--- src/logic/tmq_pkg.sv ---
// Package of constants for the training message and quadrant scrambler block
package tmq_pkg;
    localparam int TMQ_LFSR_W = 11;
    localparam logic [10:0] TMQ_LFSR_SEED = 11'h7ff;
    localparam int TMQ_TAP_A = 8;
    localparam int TMQ_TAP_B = 10;
    localparam int TMQ_SKIP_BITS = 4;
    localparam int TMQ_TONE_W = 12;
    localparam int TMQ_GAIN_W = 12;
    localparam int TMQ_MAX_TONES = 16;
    localparam int TMQ_GROUP_OCTETS = 3;
    localparam int TMQ_TONE_PERIOD = 10;
    localparam int TMQ_TONE_PAD = 9;
    localparam logic [1:0] TMQ_POINT_ZERO = 2'h0;
    localparam logic [1:0] TMQ_ROT_90 = 2'h1;
    localparam logic [1:0] TMQ_ROT_180 = 2'h3;
    localparam logic [1:0] TMQ_ROT_270 = 2'h2;
    localparam logic [7:0] TMQ_IDLE_BYTE = 8'h00;
    typedef enum logic [1:0] {TMQ_PH_IDLE, TMQ_PH_TRAIN, TMQ_PH_SYNC, TMQ_PH_ANALYSIS} tmq_phase_e;
    typedef enum logic [2:0] {TMQ_MS_IDLE, TMQ_MS_CODE, TMQ_MS_COUNT, TMQ_MS_GROUP,
        TMQ_MS_TAIL_HI, TMQ_MS_TAIL_LO} tmq_msg_e;
endpackage : tmq_pkg

--- src/logic/tmq_train_tx.sv ---
// Office-end training transmitter: message builder, tone mapper, quadrant scrambler
//
// Functional notes
// - Update message goes once; resent only on a repeat request from the far end.
// - Gain field: one count octet, then one three-octet group per tone.
// - In each group bits 0-11 hold tone index, bits 12-23 the gain.
// - Gain is signed two's complement in quarter-dB amplification steps.
// - Last field is a signed 16-bit timing advance correction in samples.
// - Extension message carries code then two-byte final extension length.
// - Extension message goes once; resent only on a repeat request.
// - Final extension length takes effect at start of channel analysis.
// - Training symbols sent throughout training; sync symbol marks its end.
// - Training symbol uses every allowed tone in 4QAM, length N plus extension.
// - One byte per symbol; tones 10n+1..7 carry bit pairs, others zero.
// - Each point rotated per its two scrambler bits in quarter turns.
// - Tone zero never rotated; its scrambler pair forced to zero.
// - Each scrambler bit is XOR of bits nine and eleven steps earlier.
// - 2N scrambler bits per symbol, pair j to tone j, all tones.
// - Scrambler starts all ones and reloads each training symbol.
// - In channel analysis scrambler runs on, skipping four bits between symbols.
`timescale 1ns/1ps
module tmq_train_tx
    import tmq_pkg::*;
#(
    parameter int N_TONES = 64,
    parameter int MAX_TONES = TMQ_MAX_TONES,
    parameter int FIFO_DEPTH = 4,
    parameter logic [7:0] UPDATE_CODE = 8'h5a, // Message codes: arbitrary values
    parameter logic [7:0] FINAL_CODE = 8'ha5
)
(
    input wire logic i_ref_clk,
    input wire logic i_rst_b,
    // Phase control from the training sequencer
    input wire logic i_train_start,
    input wire logic i_sync_start,
    input wire logic i_analysis_start,
    // Update message content
    input wire logic i_upd_send,
    input wire logic i_upd_repeat,
    input wire logic [$clog2(MAX_TONES+1)-1:0] i_upd_count,
    input wire logic [MAX_TONES*TMQ_TONE_W-1:0] i_upd_tones,
    input wire logic [MAX_TONES*TMQ_GAIN_W-1:0] i_upd_gains,
    input wire logic [15:0] i_upd_timing_adv,
    // Final extension message content
    input wire logic i_fin_send,
    input wire logic i_fin_repeat,
    input wire logic [15:0] i_fin_ce_len,
    input wire logic [15:0] i_init_ce_len,
    // Symbol strobe from the sample engine
    input wire logic i_sym_start,
    input wire logic i_tone_ready,
    // Tone stream out
    output logic o_tone_valid,
    output logic [TMQ_TONE_W-1:0] o_tone_idx,
    output logic o_tone_x_neg,
    output logic o_tone_y_neg,
    output logic o_sym_last,
    output logic o_msg_busy,
    output logic [1:0] o_phase,
    output logic [15:0] o_ce_len
);
    localparam int CW = $clog2(MAX_TONES+1);
    localparam int TW = TMQ_TONE_W;
    localparam logic [TW-1:0] LAST_TONE = TW'(N_TONES - 1);
    localparam logic [2:0] SKIP_LAST = 3'(TMQ_SKIP_BITS/2 - 1);
    localparam logic [3:0] PERIOD = 4'(TMQ_TONE_PERIOD);
    localparam logic [3:0] PAD_SLOT = 4'(TMQ_TONE_PAD);

    // Reset synchroniser: first stage read only by the second
    logic rst_meta;
    logic rst_b;
    always_ff @(posedge i_ref_clk or negedge i_rst_b)
    begin
        if (!i_rst_b)
        begin
            rst_meta <= 1'b0;
            rst_b <= 1'b0;
        end
        else
        begin
            rst_meta <= 1'b1;
            rst_b <= rst_meta;
        end
    end

    // Phase register
    tmq_phase_e phase;
    always_ff @(posedge i_ref_clk or negedge rst_b)
    begin
        if (!rst_b)
            phase <= TMQ_PH_IDLE;
        else if (i_analysis_start)
            phase <= TMQ_PH_ANALYSIS;
        else if (i_sync_start && phase == TMQ_PH_TRAIN)
            phase <= TMQ_PH_SYNC;
        else if (i_train_start)
            phase <= TMQ_PH_TRAIN;
    end
    assign o_phase = phase;

    // Message builder: latched count and tail, live group words, byte sequencing
    tmq_msg_e mstate;
    logic is_update;
    logic [CW-1:0] grp_total;
    logic [CW-1:0] grp_idx;
    logic [1:0] oct_idx;
    logic [15:0] tail;
    logic [15:0] fin_len;
    logic [15:0] ce_len;
    logic [7:0] msg_byte;
    logic byte_valid;
    wire byte_ready;

    // Current group word: tone in bits 0-11, gain in 12-23
    wire [TW-1:0] grp_tone = i_upd_tones[grp_idx*TW +: TW];
    wire [TMQ_GAIN_W-1:0] grp_gain = i_upd_gains[grp_idx*TMQ_GAIN_W +: TMQ_GAIN_W];
    wire [23:0] grp_word = {grp_gain, grp_tone};
    wire [7:0] grp_octet = grp_word[oct_idx*8 +: 8];
    wire start_upd = (i_upd_send || i_upd_repeat) && phase == TMQ_PH_TRAIN;
    wire start_fin = (i_fin_send || i_fin_repeat) && phase == TMQ_PH_TRAIN;
    wire take = byte_valid && byte_ready;

    assign o_msg_busy = (mstate != TMQ_MS_IDLE);

    // Byte selection for the current message step
    always_comb
    begin
        msg_byte = TMQ_IDLE_BYTE;
        case (mstate)
            TMQ_MS_CODE: msg_byte = is_update ? UPDATE_CODE : FINAL_CODE;
            TMQ_MS_COUNT: msg_byte = 8'(grp_total);
            TMQ_MS_GROUP: msg_byte = grp_octet;
            TMQ_MS_TAIL_HI: msg_byte = tail[7:0]; // ascending octets
            TMQ_MS_TAIL_LO: msg_byte = tail[15:8];
            default: msg_byte = TMQ_IDLE_BYTE;
        endcase
    end
    assign byte_valid = (mstate != TMQ_MS_IDLE);

    // Message sequencing; a message is only sent on an explicit request
    always_ff @(posedge i_ref_clk or negedge rst_b)
    begin
        if (!rst_b)
        begin
            mstate <= TMQ_MS_IDLE;
            is_update <= 1'b0;
            grp_total <= '0;
            grp_idx <= '0;
            oct_idx <= '0;
            tail <= 16'h0000;
        end
        else
        begin
            case (mstate)
                TMQ_MS_IDLE:
                begin
                    grp_idx <= '0;
                    oct_idx <= '0;
                    if (start_upd)
                    begin
                        mstate <= TMQ_MS_CODE;
                        is_update <= 1'b1;
                        grp_total <= i_upd_count;
                        tail <= i_upd_timing_adv;
                    end
                    else if (start_fin)
                    begin
                        mstate <= TMQ_MS_CODE;
                        is_update <= 1'b0;
                        tail <= i_fin_ce_len;
                    end
                end
                TMQ_MS_CODE:
                    if (take)
                        mstate <= is_update ? TMQ_MS_COUNT : TMQ_MS_TAIL_HI;
                TMQ_MS_COUNT:
                    if (take)
                        mstate <= (grp_total == '0) ? TMQ_MS_TAIL_HI : TMQ_MS_GROUP;
                TMQ_MS_GROUP:
                    if (take)
                    begin
                        if (oct_idx == 2'(TMQ_GROUP_OCTETS - 1))
                        begin
                            oct_idx <= '0;
                            grp_idx <= grp_idx + 1'b1;
                            if (grp_idx + 1'b1 == grp_total)
                                mstate <= TMQ_MS_TAIL_HI;
                        end
                        else
                            oct_idx <= oct_idx + 1'b1;
                    end
                TMQ_MS_TAIL_HI:
                    if (take)
                        mstate <= TMQ_MS_TAIL_LO;
                TMQ_MS_TAIL_LO:
                    if (take)
                        mstate <= TMQ_MS_IDLE;
                default: mstate <= TMQ_MS_IDLE;
            endcase
        end
    end

    // Final extension length held until channel analysis begins
    always_ff @(posedge i_ref_clk or negedge rst_b)
    begin
        if (!rst_b)
        begin
            fin_len <= 16'h0000;
            ce_len <= 16'h0000;
        end
        else
        begin
            if (mstate == TMQ_MS_IDLE && start_fin && !start_upd)
                fin_len <= i_fin_ce_len;
            if (i_analysis_start)
                ce_len <= fin_len;
            else if (i_train_start)
                ce_len <= i_init_ce_len;
        end
    end
    assign o_ce_len = ce_len;

    // Byte FIFO decouples message building from symbol pace
    logic sym_byte_valid;
    logic [7:0] sym_byte;
    logic byte_pop;
    tmq_fifo #(.WIDTH(8), .DEPTH(FIFO_DEPTH)) u_fifo (
        .i_clk(i_ref_clk),
        .i_rst_b(rst_b),
        .i_in_valid(byte_valid),
        .o_in_ready(byte_ready),
        .i_in_data(msg_byte),
        .o_out_valid(sym_byte_valid),
        .i_out_ready(byte_pop),
        .o_out_data(sym_byte)
    );

    // Symbol walker: one tone per cycle, skip steps between analysis symbols
    logic active;
    logic skipping;
    logic [2:0] skip_cnt;
    logic [TW-1:0] tone;
    logic [3:0] slot;
    logic [7:0] cur_byte;
    logic [1:0] sc_bits;
    wire tone_go = active && !skipping && i_tone_ready;
    wire last_tone = tone == LAST_TONE;
    wire new_sym = i_sym_start && !active && phase != TMQ_PH_IDLE;
    wire reload = (new_sym && phase != TMQ_PH_ANALYSIS) || i_analysis_start;
    wire sc_step = tone_go || skipping;
    assign byte_pop = new_sym && phase == TMQ_PH_TRAIN && sym_byte_valid;

    tmq_scrambler u_scr (
        .i_clk(i_ref_clk),
        .i_rst_b(rst_b),
        .i_reload(reload),
        .i_step(sc_step),
        .o_bits(sc_bits)
    );

    always_ff @(posedge i_ref_clk or negedge rst_b)
    begin
        if (!rst_b)
        begin
            active <= 1'b0;
            skipping <= 1'b0;
            skip_cnt <= '0;
            tone <= '0;
            slot <= '0;
            cur_byte <= TMQ_IDLE_BYTE;
        end
        else
        begin
            if (new_sym)
            begin
                active <= 1'b1;
                tone <= '0;
                slot <= '0;
                // Sync symbol carries a fixed pattern, not message data
                if (phase == TMQ_PH_TRAIN)
                    cur_byte <= sym_byte_valid ? sym_byte : TMQ_IDLE_BYTE;
                else
                    cur_byte <= TMQ_IDLE_BYTE;
            end
            else if (tone_go)
            begin
                tone <= tone + 1'b1;
                slot <= (slot == PERIOD - 4'h1) ? 4'h0 : slot + 4'h1;
                if (last_tone)
                begin
                    active <= 1'b0;
                    skipping <= (phase == TMQ_PH_ANALYSIS);
                    skip_cnt <= '0;
                end
            end
            else if (skipping)
            begin
                skip_cnt <= skip_cnt + 3'h1;
                if (skip_cnt == SKIP_LAST)
                    skipping <= 1'b0;
            end
        end
    end

    // Tone mapping: pairs on odd slots below the pad slot
    wire odd_slot = slot[0] && slot != PAD_SLOT;
    wire [1:0] data_pair = cur_byte[slot[3:1]*2 +: 2];
    wire [1:0] point = odd_slot ? data_pair : TMQ_POINT_ZERO;
    wire [1:0] rot = (tone == '0) ? TMQ_POINT_ZERO : {sc_bits[0], sc_bits[1]};
    // Quadrant point: bit0 sets X sign, bit1 sets Y sign
    wire x0 = point[0];
    wire y0 = point[1];
    logic next_xn;
    logic next_yn;
    always_comb
    begin
        next_xn = x0;
        next_yn = y0;
        case (rot)
            TMQ_POINT_ZERO:
            begin
                next_xn = x0;
                next_yn = y0;
            end
            TMQ_ROT_90:
            begin
                next_xn = !y0; // (-Y, X)
                next_yn = x0;
            end
            TMQ_ROT_180:
            begin
                next_xn = !x0; // (-X, -Y)
                next_yn = !y0;
            end
            TMQ_ROT_270:
            begin
                next_xn = y0; // (Y, -X)
                next_yn = !x0;
            end
            default:
            begin
                next_xn = x0;
                next_yn = y0;
            end
        endcase
    end

    // Registered tone output; every tone is emitted, allowed or not
    always_ff @(posedge i_ref_clk or negedge rst_b)
    begin
        if (!rst_b)
        begin
            o_tone_valid <= 1'b0;
            o_tone_idx <= '0;
            o_tone_x_neg <= 1'b0;
            o_tone_y_neg <= 1'b0;
            o_sym_last <= 1'b0;
        end
        else
        begin
            o_tone_valid <= tone_go;
            o_tone_idx <= tone;
            o_tone_x_neg <= next_xn;
            o_tone_y_neg <= next_yn;
            o_sym_last <= tone_go && last_tone;
        end
    end
endmodule : tmq_train_tx

--- src/logic/tmq_fifo.sv ---
// Small synchronous FIFO with valid and ready on both sides
`timescale 1ns/1ps
module tmq_fifo
    import tmq_pkg::*;
#(
    parameter int WIDTH = 8,
    parameter int DEPTH = 4
)
(
    input wire logic i_clk,
    input wire logic i_rst_b,
    input wire logic i_in_valid,
    output logic o_in_ready,
    input wire logic [WIDTH-1:0] i_in_data,
    output logic o_out_valid,
    input wire logic i_out_ready,
    output logic [WIDTH-1:0] o_out_data
);
    localparam int AW = $clog2(DEPTH);
    logic [WIDTH-1:0] mem [DEPTH];
    logic [AW-1:0] wr_ptr;
    logic [AW-1:0] rd_ptr;
    logic [AW:0] count;
    wire push = i_in_valid && o_in_ready;
    wire pop = o_out_valid && i_out_ready;

    // Full and empty come straight from the occupancy count
    assign o_in_ready = (count != DEPTH[AW:0]);
    assign o_out_valid = (count != '0);
    assign o_out_data = mem[rd_ptr];

    // Storage writes need no reset
    always_ff @(posedge i_clk)
    begin
        if (push)
            mem[wr_ptr] <= i_in_data;
    end

    // Pointers wrap by power-of-two depth
    always_ff @(posedge i_clk or negedge i_rst_b)
    begin
        if (!i_rst_b)
        begin
            wr_ptr <= '0;
            rd_ptr <= '0;
            count <= '0;
        end
        else
        begin
            if (push)
                wr_ptr <= wr_ptr + 1'b1;
            if (pop)
                rd_ptr <= rd_ptr + 1'b1;
            count <= count + {{AW{1'b0}}, push} - {{AW{1'b0}}, pop};
        end
    end
endmodule : tmq_fifo

--- src/logic/tmq_scrambler.sv ---
// Quadrant scrambler bit generator, two bits per step
`timescale 1ns/1ps
module tmq_scrambler
    import tmq_pkg::*;
(
    input wire logic i_clk,
    input wire logic i_rst_b,
    input wire logic i_reload,
    input wire logic i_step,
    output logic [1:0] o_bits
);
    logic [TMQ_LFSR_W-1:0] state;
    // state[k] holds bit d(n-1-k); two new bits per step
    wire bit0 = state[TMQ_TAP_A] ^ state[TMQ_TAP_B];
    wire bit1 = state[TMQ_TAP_A-1] ^ state[TMQ_TAP_B-1];
    wire [TMQ_LFSR_W-1:0] next_state = {state[TMQ_LFSR_W-3:0], bit0, bit1};

    // Bits go out first-generated in bit 0 for pair (b2j, b2j+1)
    assign o_bits = {bit1, bit0};

    // Reload to all ones wins over stepping
    always_ff @(posedge i_clk or negedge i_rst_b)
    begin
        if (!i_rst_b)
            state <= TMQ_LFSR_SEED;
        else if (i_reload)
            state <= TMQ_LFSR_SEED;
        else if (i_step)
            state <= next_state;
    end
endmodule : tmq_scrambler

--- config.mk ---
export PLATFORM = sky130hd
export DESIGN_NAME = tmq_train_tx
export DESIGN_NICKNAME = d
export VERILOG_FILES = /design/src/logic/tmq_pkg.sv /design/src/logic/tmq_train_tx.sv /design/src/logic/tmq_fifo.sv /design/src/logic/tmq_scrambler.sv
export SDC_FILE = /design/constraint.sdc
export NUM_CORES = 1
export LEC_CHECK = 0
export ABC_AREA = 1
export BUFFER_PORTS_ARGS = -buffer_cell sky130_fd_sc_hd__buf_4
export CAP_MARGIN = 20
export CORE_AREA = 2 2 190 192
export DETAILED_ROUTE_END_ITERATION = 8
export DIE_AREA = 0 0 192 194
export PLACE_DENSITY = 0.61
export SYNTH_ARGS = -nofsm -noshare
export SYNTH_HDL_FRONTEND = slang
export SYNTH_SLANG_ARGS = --single-unit
--- constraint.sdc ---
create_clock -name i_ref_clk -period 9.3 [get_ports i_ref_clk]
set_clock_uncertainty 0.15 [all_clocks]
set_input_delay 1.86 -clock i_ref_clk [delete_from_list [all_inputs] [get_ports i_ref_clk]]
set_output_delay 1.86 -clock i_ref_clk [all_outputs]
set_load 0.02 [all_outputs]
==> key figures, run 1 <==
Route
  • Iteration-0 DRC Markers: 845
  • DRC Markers: 0
  • WL per Instance: 17.6 um
  • Post-detailed-route count of antenna-violating nets: 0
  • Vias/cell: 4.93
  • Routed vias: 13200
  • DRT Pass-1 Iters: 5
  • WL final: 47400 um

Critical path
  • Critical path's largest stage delay: 0.73 ns
  • Worst flop-to-flop path endpoint: u_fifo.mem[1][7]
  • R2R cell count: 13
  • Top delay family on crit path: buffers and inverters
  • Crit path kind: reg -> reg
  • CP Cell Sequence: inv_4 -> buf_16 -> buf_4 -> nand2_1 -> nand3_1 -> nand2_1 -> nor2_1 -> nand2_1 -> nand3_1 -> nand2_1 -> nor2_1 -> nand2_1 -> nand2_1
  • Worst Setup End Kind: flop
  • Buffers plus inverters on the worst setup path: 3
  • Highest-delay cell along the critical path: dfrtp_4
  • CP Launch Type: flop
  • Most common cell on crit path: nand2_1
  • Critical path peak fanout: 111
  • R2R Path Start: grp_idx[0]
  • Worst EP arrival: 3.63 ns
  • R2r setup slk: 5.78 ns
  • Data required, critical path: 9.42 ns

Run status
  • Status: completed

CTS
  • Num CTS Buffers: 17
  • Clock tree root buffer cell: clkbuf_16
  • Worst-skew pair later-pin latency: 0.42 ns
  • Clock-pin slew of the registers on the worst-case setup and hold paths: 0.06 ns
  • Clock Path Buffers: 2
  • H-tree depth: 4
  • CTS tree: yes
  • Num Clock Sinks: 163
  • Hold buffer count at CTS: 0
  • Post_cts resized: 0
  • # Post-CTS Setup Buffers: 0

Placement
  • Placed insts: 2650
  • Post-DP HPWL: 37000 um
  • IO Port Bufs: 482
  • Placer Congestion: 0.990

Global routing
  • First-pass GRT wire length: 71800 um
  • Total gr overflow: 0
  • Antenna violations before repair: 2
  • Largest net degree at the start of global routing: 119
  • GRT Resource Usage Total: 25.1%
  • Vias in the first global route: 13000

Floorplan
  • DIE WIDTH: 192 um
  • Area of the die: 37200 um^2
  • Core area: 35200 um^2
  • Io pins: 483
  • Starting Density: 32.7%
  • Row count: 69
  • DIE HEIGHT: 194 um

Yosys
  • Synth Area in XOR/XNOR: 0.608%
  • Avg Cell Area, Syn: 6.42 um^2
  • Mux cell area share after synthesis: 1.66%
  • Synth Area in Simple Gates: 38.6%
  • Number of synthesized flops with an enable pin: 32
  • Synth Warn #: 0
  • Syn Std Cell Area: 11500 um^2
  • Register area share after synthesis: 36.9%
  • Post-Syn Instances: 1797
  • Post-synth ARST share: 80.4%
  • Post-synthesis adder-cell area fraction: 1.58%
  • Most used DFF post-synth: dfrtp_1
  • Synth unique cells: 43
  • Synthesized net count: 2259
  • Complex-gate fraction of the synthesized area: 11.6%
  • Largest family of logic cells by synthesized area: simple AND/OR/NAND/NOR gates
  • Synthesized flop and latch total: 163

STA
  • Worst-Margin Slew: 0.980 ns
  • RSZ-0062 raised after global routing: false
  • Fin crit share: 37.8%
  • Hold Violations, Final: 0
  • Max Fclk: 284 MHz
  • Final Critical Period: 3.52 ns
  • Final setup TNS: 0 ns
  • Fin. max-slew vios: 0
  • Setup-failing EPs final: 0
  • Slew Limit Headroom: 34.7%

Power and ir drop
  • IR drop worst, VDD: 0.139 mV
  • PwrDens: 224 nW/um^2
  • P_leak: 8.31 nW

Hold path
  • Hold path cells: 0
  • Worst hold endpoint: rst_b
  • Min-delay src: rst_meta
  • HP Class: reg -> reg

Final layout
  • Layout cells sized above 1: 25.6%
  • P&R area growth vs syn: 38.6%
  • Post-layout net count: 2673
  • Fillers: 3690
  • Most frequent cells in the layout: 648 x nand2_1, 493 x buf_4, 250 x nor2_1
  • Post-Layout Cell Count: 2687
  • Commonest non-fill, non-tap cell in the layout: nand2_1

Flow run
  • Max Cap Viol: 0
-- sequential cells by signal, indices dropped and copies added, names as in the netlist, 4 cells and up --
register	cells
o_ce_len	16
o_tone_idx	12
tone	12
grp_total	5
cur_byte	8
tail	16
grp_idx	5
fin_len	16
slot	4
u_scr.state	11
u_fifo.mem	32
-- cells by family (layout without fill, tap and decap cells) --
family	count (synthesis)	after routing
simple gates	1106	1106
buf+inv	245	672
compound gates	242	242
flops	163	163
mux	18	18
fa+ha+maj	14	14
xor+xnor	8	8
other cells	1	3
-- final cells by class --
| type | instances | area (um^2) | area share [%] |
|---|---|---|---|
| clock inverter | 7 | 40.0 | 0.251 |
| sequential | 163 | 4260 | 26.7 |
| tap | 461 | 577 | 3.61 |
| multi-input combinational | 1389 | 6240 | 39.1 |
| clock buffer | 25 | 544 | 3.41 |
| inverter | 144 | 543 | 3.40 |
| antenna | 2 | 5.00 | 0.0313 |
| timing repair buffer | 496 | 3760 | 23.6 |
-- worst register-to-register path: cells and delay by family (launching register included) --
family,cells,cell delay [ns]
buf+inv,3,1.29
flops,1,0.73
simple gates,10,1.19
-- routing by layer --
metal  part of all wire (%)  track usage [%]
met5                      0                0
met4                    3.2             8.62
met3                    6.7             4.94
met2                     48             41.6
met1                     43             32.3
-- cells in the mapped netlist, drive strengths merged (7+ instances only) --
cell type | instances | area [um^2]
clkbuf | 33 | 124
inv | 140 | 526
a221oi | 7 | 61.3
dfstp | 11 | 289
ha | 13 | 163
nor3 | 8 | 45.0
nand3 | 173 | 871
buf | 68 | 375
mux2i | 9 | 90.1
nor2 | 253 | 957
dfrtp | 120 | 3000
o22ai | 31 | 194
o21ai | 127 | 643
nand2 | 648 | 2430
a21oi | 57 | 285
edfxtp | 32 | 961
o211ai | 12 | 90.1
nand4 | 9 | 56.3
or2 | 11 | 68.8
mux2 | 9 | 101
-- through the flow --
| stage | worst slack (ns) | area [um^2] | total power, W | hold WS [ns] | utilization, % |
|---|---|---|---|---|---|
| after CTS | 5.47 | 15900 | 0.00359 | 0.206 | 45.2 |
| after detailed placement | 5.44 | 15300 | 0.00290 | 0.192 | 43.5 |
| after global routing | 5.49 | 16000 | 0.00387 | 0.209 | 45.4 |
| after global placement | 5.45 | 15300 | 0.00287 | 0.189 | 43.5 |
| after floorplan | 5.25 | 11500 | 0.00232 | 0.181 | - |
| final | 5.78 | 16000 | 0.00359 | 0.201 | 45.4 |
-- how the worst max path moves through the flow --
| stage | start | endpoint | slack, ns | cells after the start |
|---|---|---|---|---|
| after CTS | grp_idx[0] | u_fifo.mem[3][3] | 5.47 | 12 |
| after global placement | i_sym_start | u_fifo.count[2] | 5.45 | 9 |
| after global routing | grp_idx[0] | u_fifo.mem[1][7] | 5.49 | 13 |
| after detailed placement | i_sym_start | slot[0] | 5.44 | 6 |
| final | grp_idx[0] | u_fifo.mem[1][7] | 5.78 | 13 |
| after floorplan | rst_b | active | 5.25 | 0 |
-- where the power goes --
group	internal (W)	switching [W]
clock network	0.000407	0.000277
registers	0.00101	0.000200
logic	0.000617	0.00107
total	0.00204	0.00155
(Power assumes the default switching activity.)
==> run 2, diff against run 1 <==
--- a/config.mk
+++ b/config.mk
@@ -8,10 +8,10 @@
 export ABC_AREA = 1
 export BUFFER_PORTS_ARGS = -buffer_cell sky130_fd_sc_hd__buf_4
 export CAP_MARGIN = 20
-export CORE_AREA = 2 2 190 192
+export CORE_AREA = 2 2 189 191
 export DETAILED_ROUTE_END_ITERATION = 8
-export DIE_AREA = 0 0 192 194
-export PLACE_DENSITY = 0.61
+export DIE_AREA = 0 0 191 193
+export PLACE_DENSITY = 0.64
 export SYNTH_ARGS = -nofsm -noshare
 export SYNTH_HDL_FRONTEND = slang
 export SYNTH_SLANG_ARGS = --single-unit
==> constraint.sdc (replaced) <==
create_clock -name i_ref_clk -period 3.1 [get_ports i_ref_clk]
set_clock_uncertainty 0.15 [all_clocks]
set_input_delay 0.62 -clock i_ref_clk [delete_from_list [all_inputs] [get_ports i_ref_clk]]
set_output_delay 0.62 -clock i_ref_clk [all_outputs]
set_load 0.02 [all_outputs]
==> run 2 against run 1 <==
Compared with the run above:
- hold slack worse by 0.092 ns
- die area down 1.0%
- fmax up 28%
- count of clock-buffer cells in the layout down 8
- clock power rose to 3.2 times the previous value
- cell area up 1.2%
- final cell count up 0.67%
- combinational power rose to 3.2 times the previous value
- largest cell class unchanged
- highest routed layer is now met5
==> key figures, run 2 (synthesis results as in run 1) <==
CTS
  • Num CTS Buffers: 17 (unchanged)
  • Num Clock Sinks: 163 (unchanged)
  • Clock Path Buffers: 2 (unchanged)
  • Clock-pin slew of the registers on the worst-case setup and hold paths: 0.07 ns (about the same)
  • CTS tree: yes
  • Clock tree root buffer cell: clkbuf_16
  • H-tree depth: 4 (unchanged)
  • # Post-CTS Setup Buffers: 0 (unchanged)
  • Worst-skew pair later-pin latency: 0.44 ns (+0.02 ns)

Run status
  • Status: completed

Floorplan
  • Area of the die: 36900 um^2 (-1.0%)
  • DIE HEIGHT: 193 um (-0.52%)
  • Io pins: 483 (unchanged)
  • Row count: 69 (unchanged)
  • Starting Density: 33.0% (+0.24 points)
  • Core area: 35000 um^2 (-0.74%)
  • DIE WIDTH: 191 um (-0.52%)

Route
  • Routed vias: 13600 (+3.1%)
  • DR WL met2: 23900 um (+6.2%)
  • Top layer used by detailed routing: met5
  • Iteration-0 DRC Markers: 1024 (+21%)
  • Wire length on met3: 3070 um (-4.1%)
  • Met1 Routed Length: 20500 um (+1.8%)
  • Vias/cell: 5.04 (+2.4%)
  • DRT Pass-1 Iters: 5 (unchanged)
  • Post-detailed-route count of antenna-violating nets: 0 (unchanged)
  • DRC Markers: 0 (unchanged)
  • WL per Instance: 18.1 um (+2.5%)
  • WL final: 48900 um (+3.2%)

Critical path
  • Worst flop-to-flop path endpoint: u_fifo.mem[1][4]
  • Data required, critical path: 3.22 ns (-6.20 ns)
  • R2R Path Start: grp_idx[0]
  • Worst Setup End Kind: flop
  • Critical path peak fanout: 44 (-60%)
  • R2r setup slk: 0.36 ns (-5.43 ns)
  • Crit path kind: reg -> reg
  • CP Launch Type: flop
  • R2R cell count: 12 (-1)
  • Worst EP arrival: 2.86 ns (-0.77 ns)

STA
  • Hold Violations, Final: 0 (unchanged)
  • Hold slack: 0.110 ns (-0.0917 ns)
  • Slew Limit Headroom: 46.1% (+11 points)
  • Setup-failing EPs final: 0 (unchanged)
  • Final Critical Period: 2.74 ns (-0.774 ns)
  • RSZ-0062 raised after global routing: false
  • Final setup TNS: 0 ns (unchanged)
  • Fin crit share: 88.4% (+51 points)
  • Max Fclk: 365 MHz (+28%)
  • Worst-Margin Slew: 0.806 ns (-0.174 ns)
  • Fin. max-slew vios: 0 (unchanged)

Final layout
  • Commonest non-fill, non-tap cell in the layout: nand2_1
  • Post-layout net count: 2693 (+0.75%)
  • Biggest register: u_fifo.mem
  • Ant. Diodes: 0 (-2)
  • Number of flip-flops in the largest register: 32 (unchanged)
  • Layout cells sized above 1: 26.3% (+0.75 points)
  • P&R area growth vs syn: 40.2%
  • Most frequent cells in the layout: 648 x nand2_1, 511 x buf_4, 250 x nor2_1

Global routing
  • Antenna violations before repair: 1 (-1)
  • GRT Resource Usage Total: 26.2% (+1.2 points)
  • Total gr overflow: 0 (unchanged)
  • Largest net degree at the start of global routing: 105 (-12%)
  • Vias in the first global route: 13300 (+2.8%)
  • First-pass GRT wire length: 73900 um (+2.8%)

Power and ir drop
  • PwrDens: 687 nW/um^2 (+210%)
  • P_leak: 8.41 nW (+1.2%)
  • IR drop worst, VDD: 0.524 mV (+280%)
  • Total power: 0.0111 W (+210%)

Flow run
  • Max Cap Viol: 0 (unchanged)

Placement
  • Placer Congestion: 0.957 (-3.3%)
  • Post-DP HPWL: 39500 um (+6.7%)
  • IO Port Bufs: 482 (unchanged)

Hold path
  • HP Class: reg -> async
-- run 2: changes by cell type in the layout (fill, tap and decap cells not counted), moves of 2 or more --
cell and delta:
buf_12 +3, inv_8 +4, buf_4 +18, clkbuf_16 -4, bufinv_16 +2, inv_6 +6, diode_2 -2, clkinv_2 -5
clkbuf_1 -3
-- run 2: layout make-up --
type | instances | area, um^2
multi-input cells | 1389 | 6240
flip-flops and latches | 163 | 4260
repair buffers | 516 | 3930
clock inverters | 15 | 188
fillers | 3656 | 18800
well taps | 461 | 577
clock buffers | 17 | 425
inverters | 144 | 543
-- run 2: worst max-delay path by stage --
stage                 from  cells after the start          endpoint
6_report        grp_idx[0]                     12  u_fifo.mem[1][4]
5_1_grt         grp_idx[0]                     12  u_fifo.mem[1][4]
4_1_cts         grp_idx[0]                     12  u_fifo.mem[1][4]
3_5_place_dp    grp_idx[0]                     12  u_fifo.mem[1][4]
3_3_place_gp    grp_idx[0]                     12  u_fifo.mem[3][4]
2_1_floorplan  i_sym_start                      8   u_fifo.count[2]
-- run 2: worst max-delay path, stage by stage (launching register included) --
cell and delay, ns:
dfrtp_4 0.52, inv_4 0.32, buf_4 0.42, nand2_1 0.09
nand3_1 0.10, nand2_1 0.08, nor2_1 0.22, nand2_1 0.11
nand3_1 0.10, nand2_1 0.06, nor2_1 0.14, nand2_1 0.08
nand2_1 0.16
-- run 2: power by group --
part / leakage, nW / internal, W / total (W) / switching [W]
logic: 6.30 / 0.00192 / 0.00538 / 0.00346
clock network: 0.300 / 0.00123 / 0.00220 / 0.000970
registers: 1.82 / 0.00304 / 0.00352 / 0.000479
total: 8.41 / 0.00619 / 0.0111 / 0.00491
-- run 2: routing by layer --
| layer | global-route usage [%] | up-vias |
|---|---|---|
| met2 | 45.6 | 542 |
| li1 | - | 6629 |
| met1 | 33.8 | 6384 |
| met3 | 3.93 | 82 |
| met4 | 7.48 | 2 |
| met5 | 0 | - |
-- run 2: timing repair --
item	CTS	global route
resized for setup	0	0
hold buffers	1	0
hold endpoints to repair	2	0
-- run 2: through the flow --
stage | util [%] | cell area (um^2) | instances | setup slack (ns)
after floorplan | - | 11500 | 1797 | 0.745
after global placement | 44.5 | 15500 | 2672 | 0.463
after detailed placement | 44.5 | 15500 | 2672 | 0.439
after CTS | 46.2 | 16200 | 2705 | 0.399
after global routing | 46.2 | 16200 | 2705 | 0.165
final | 46.2 | 16200 | 2705 | 0.358
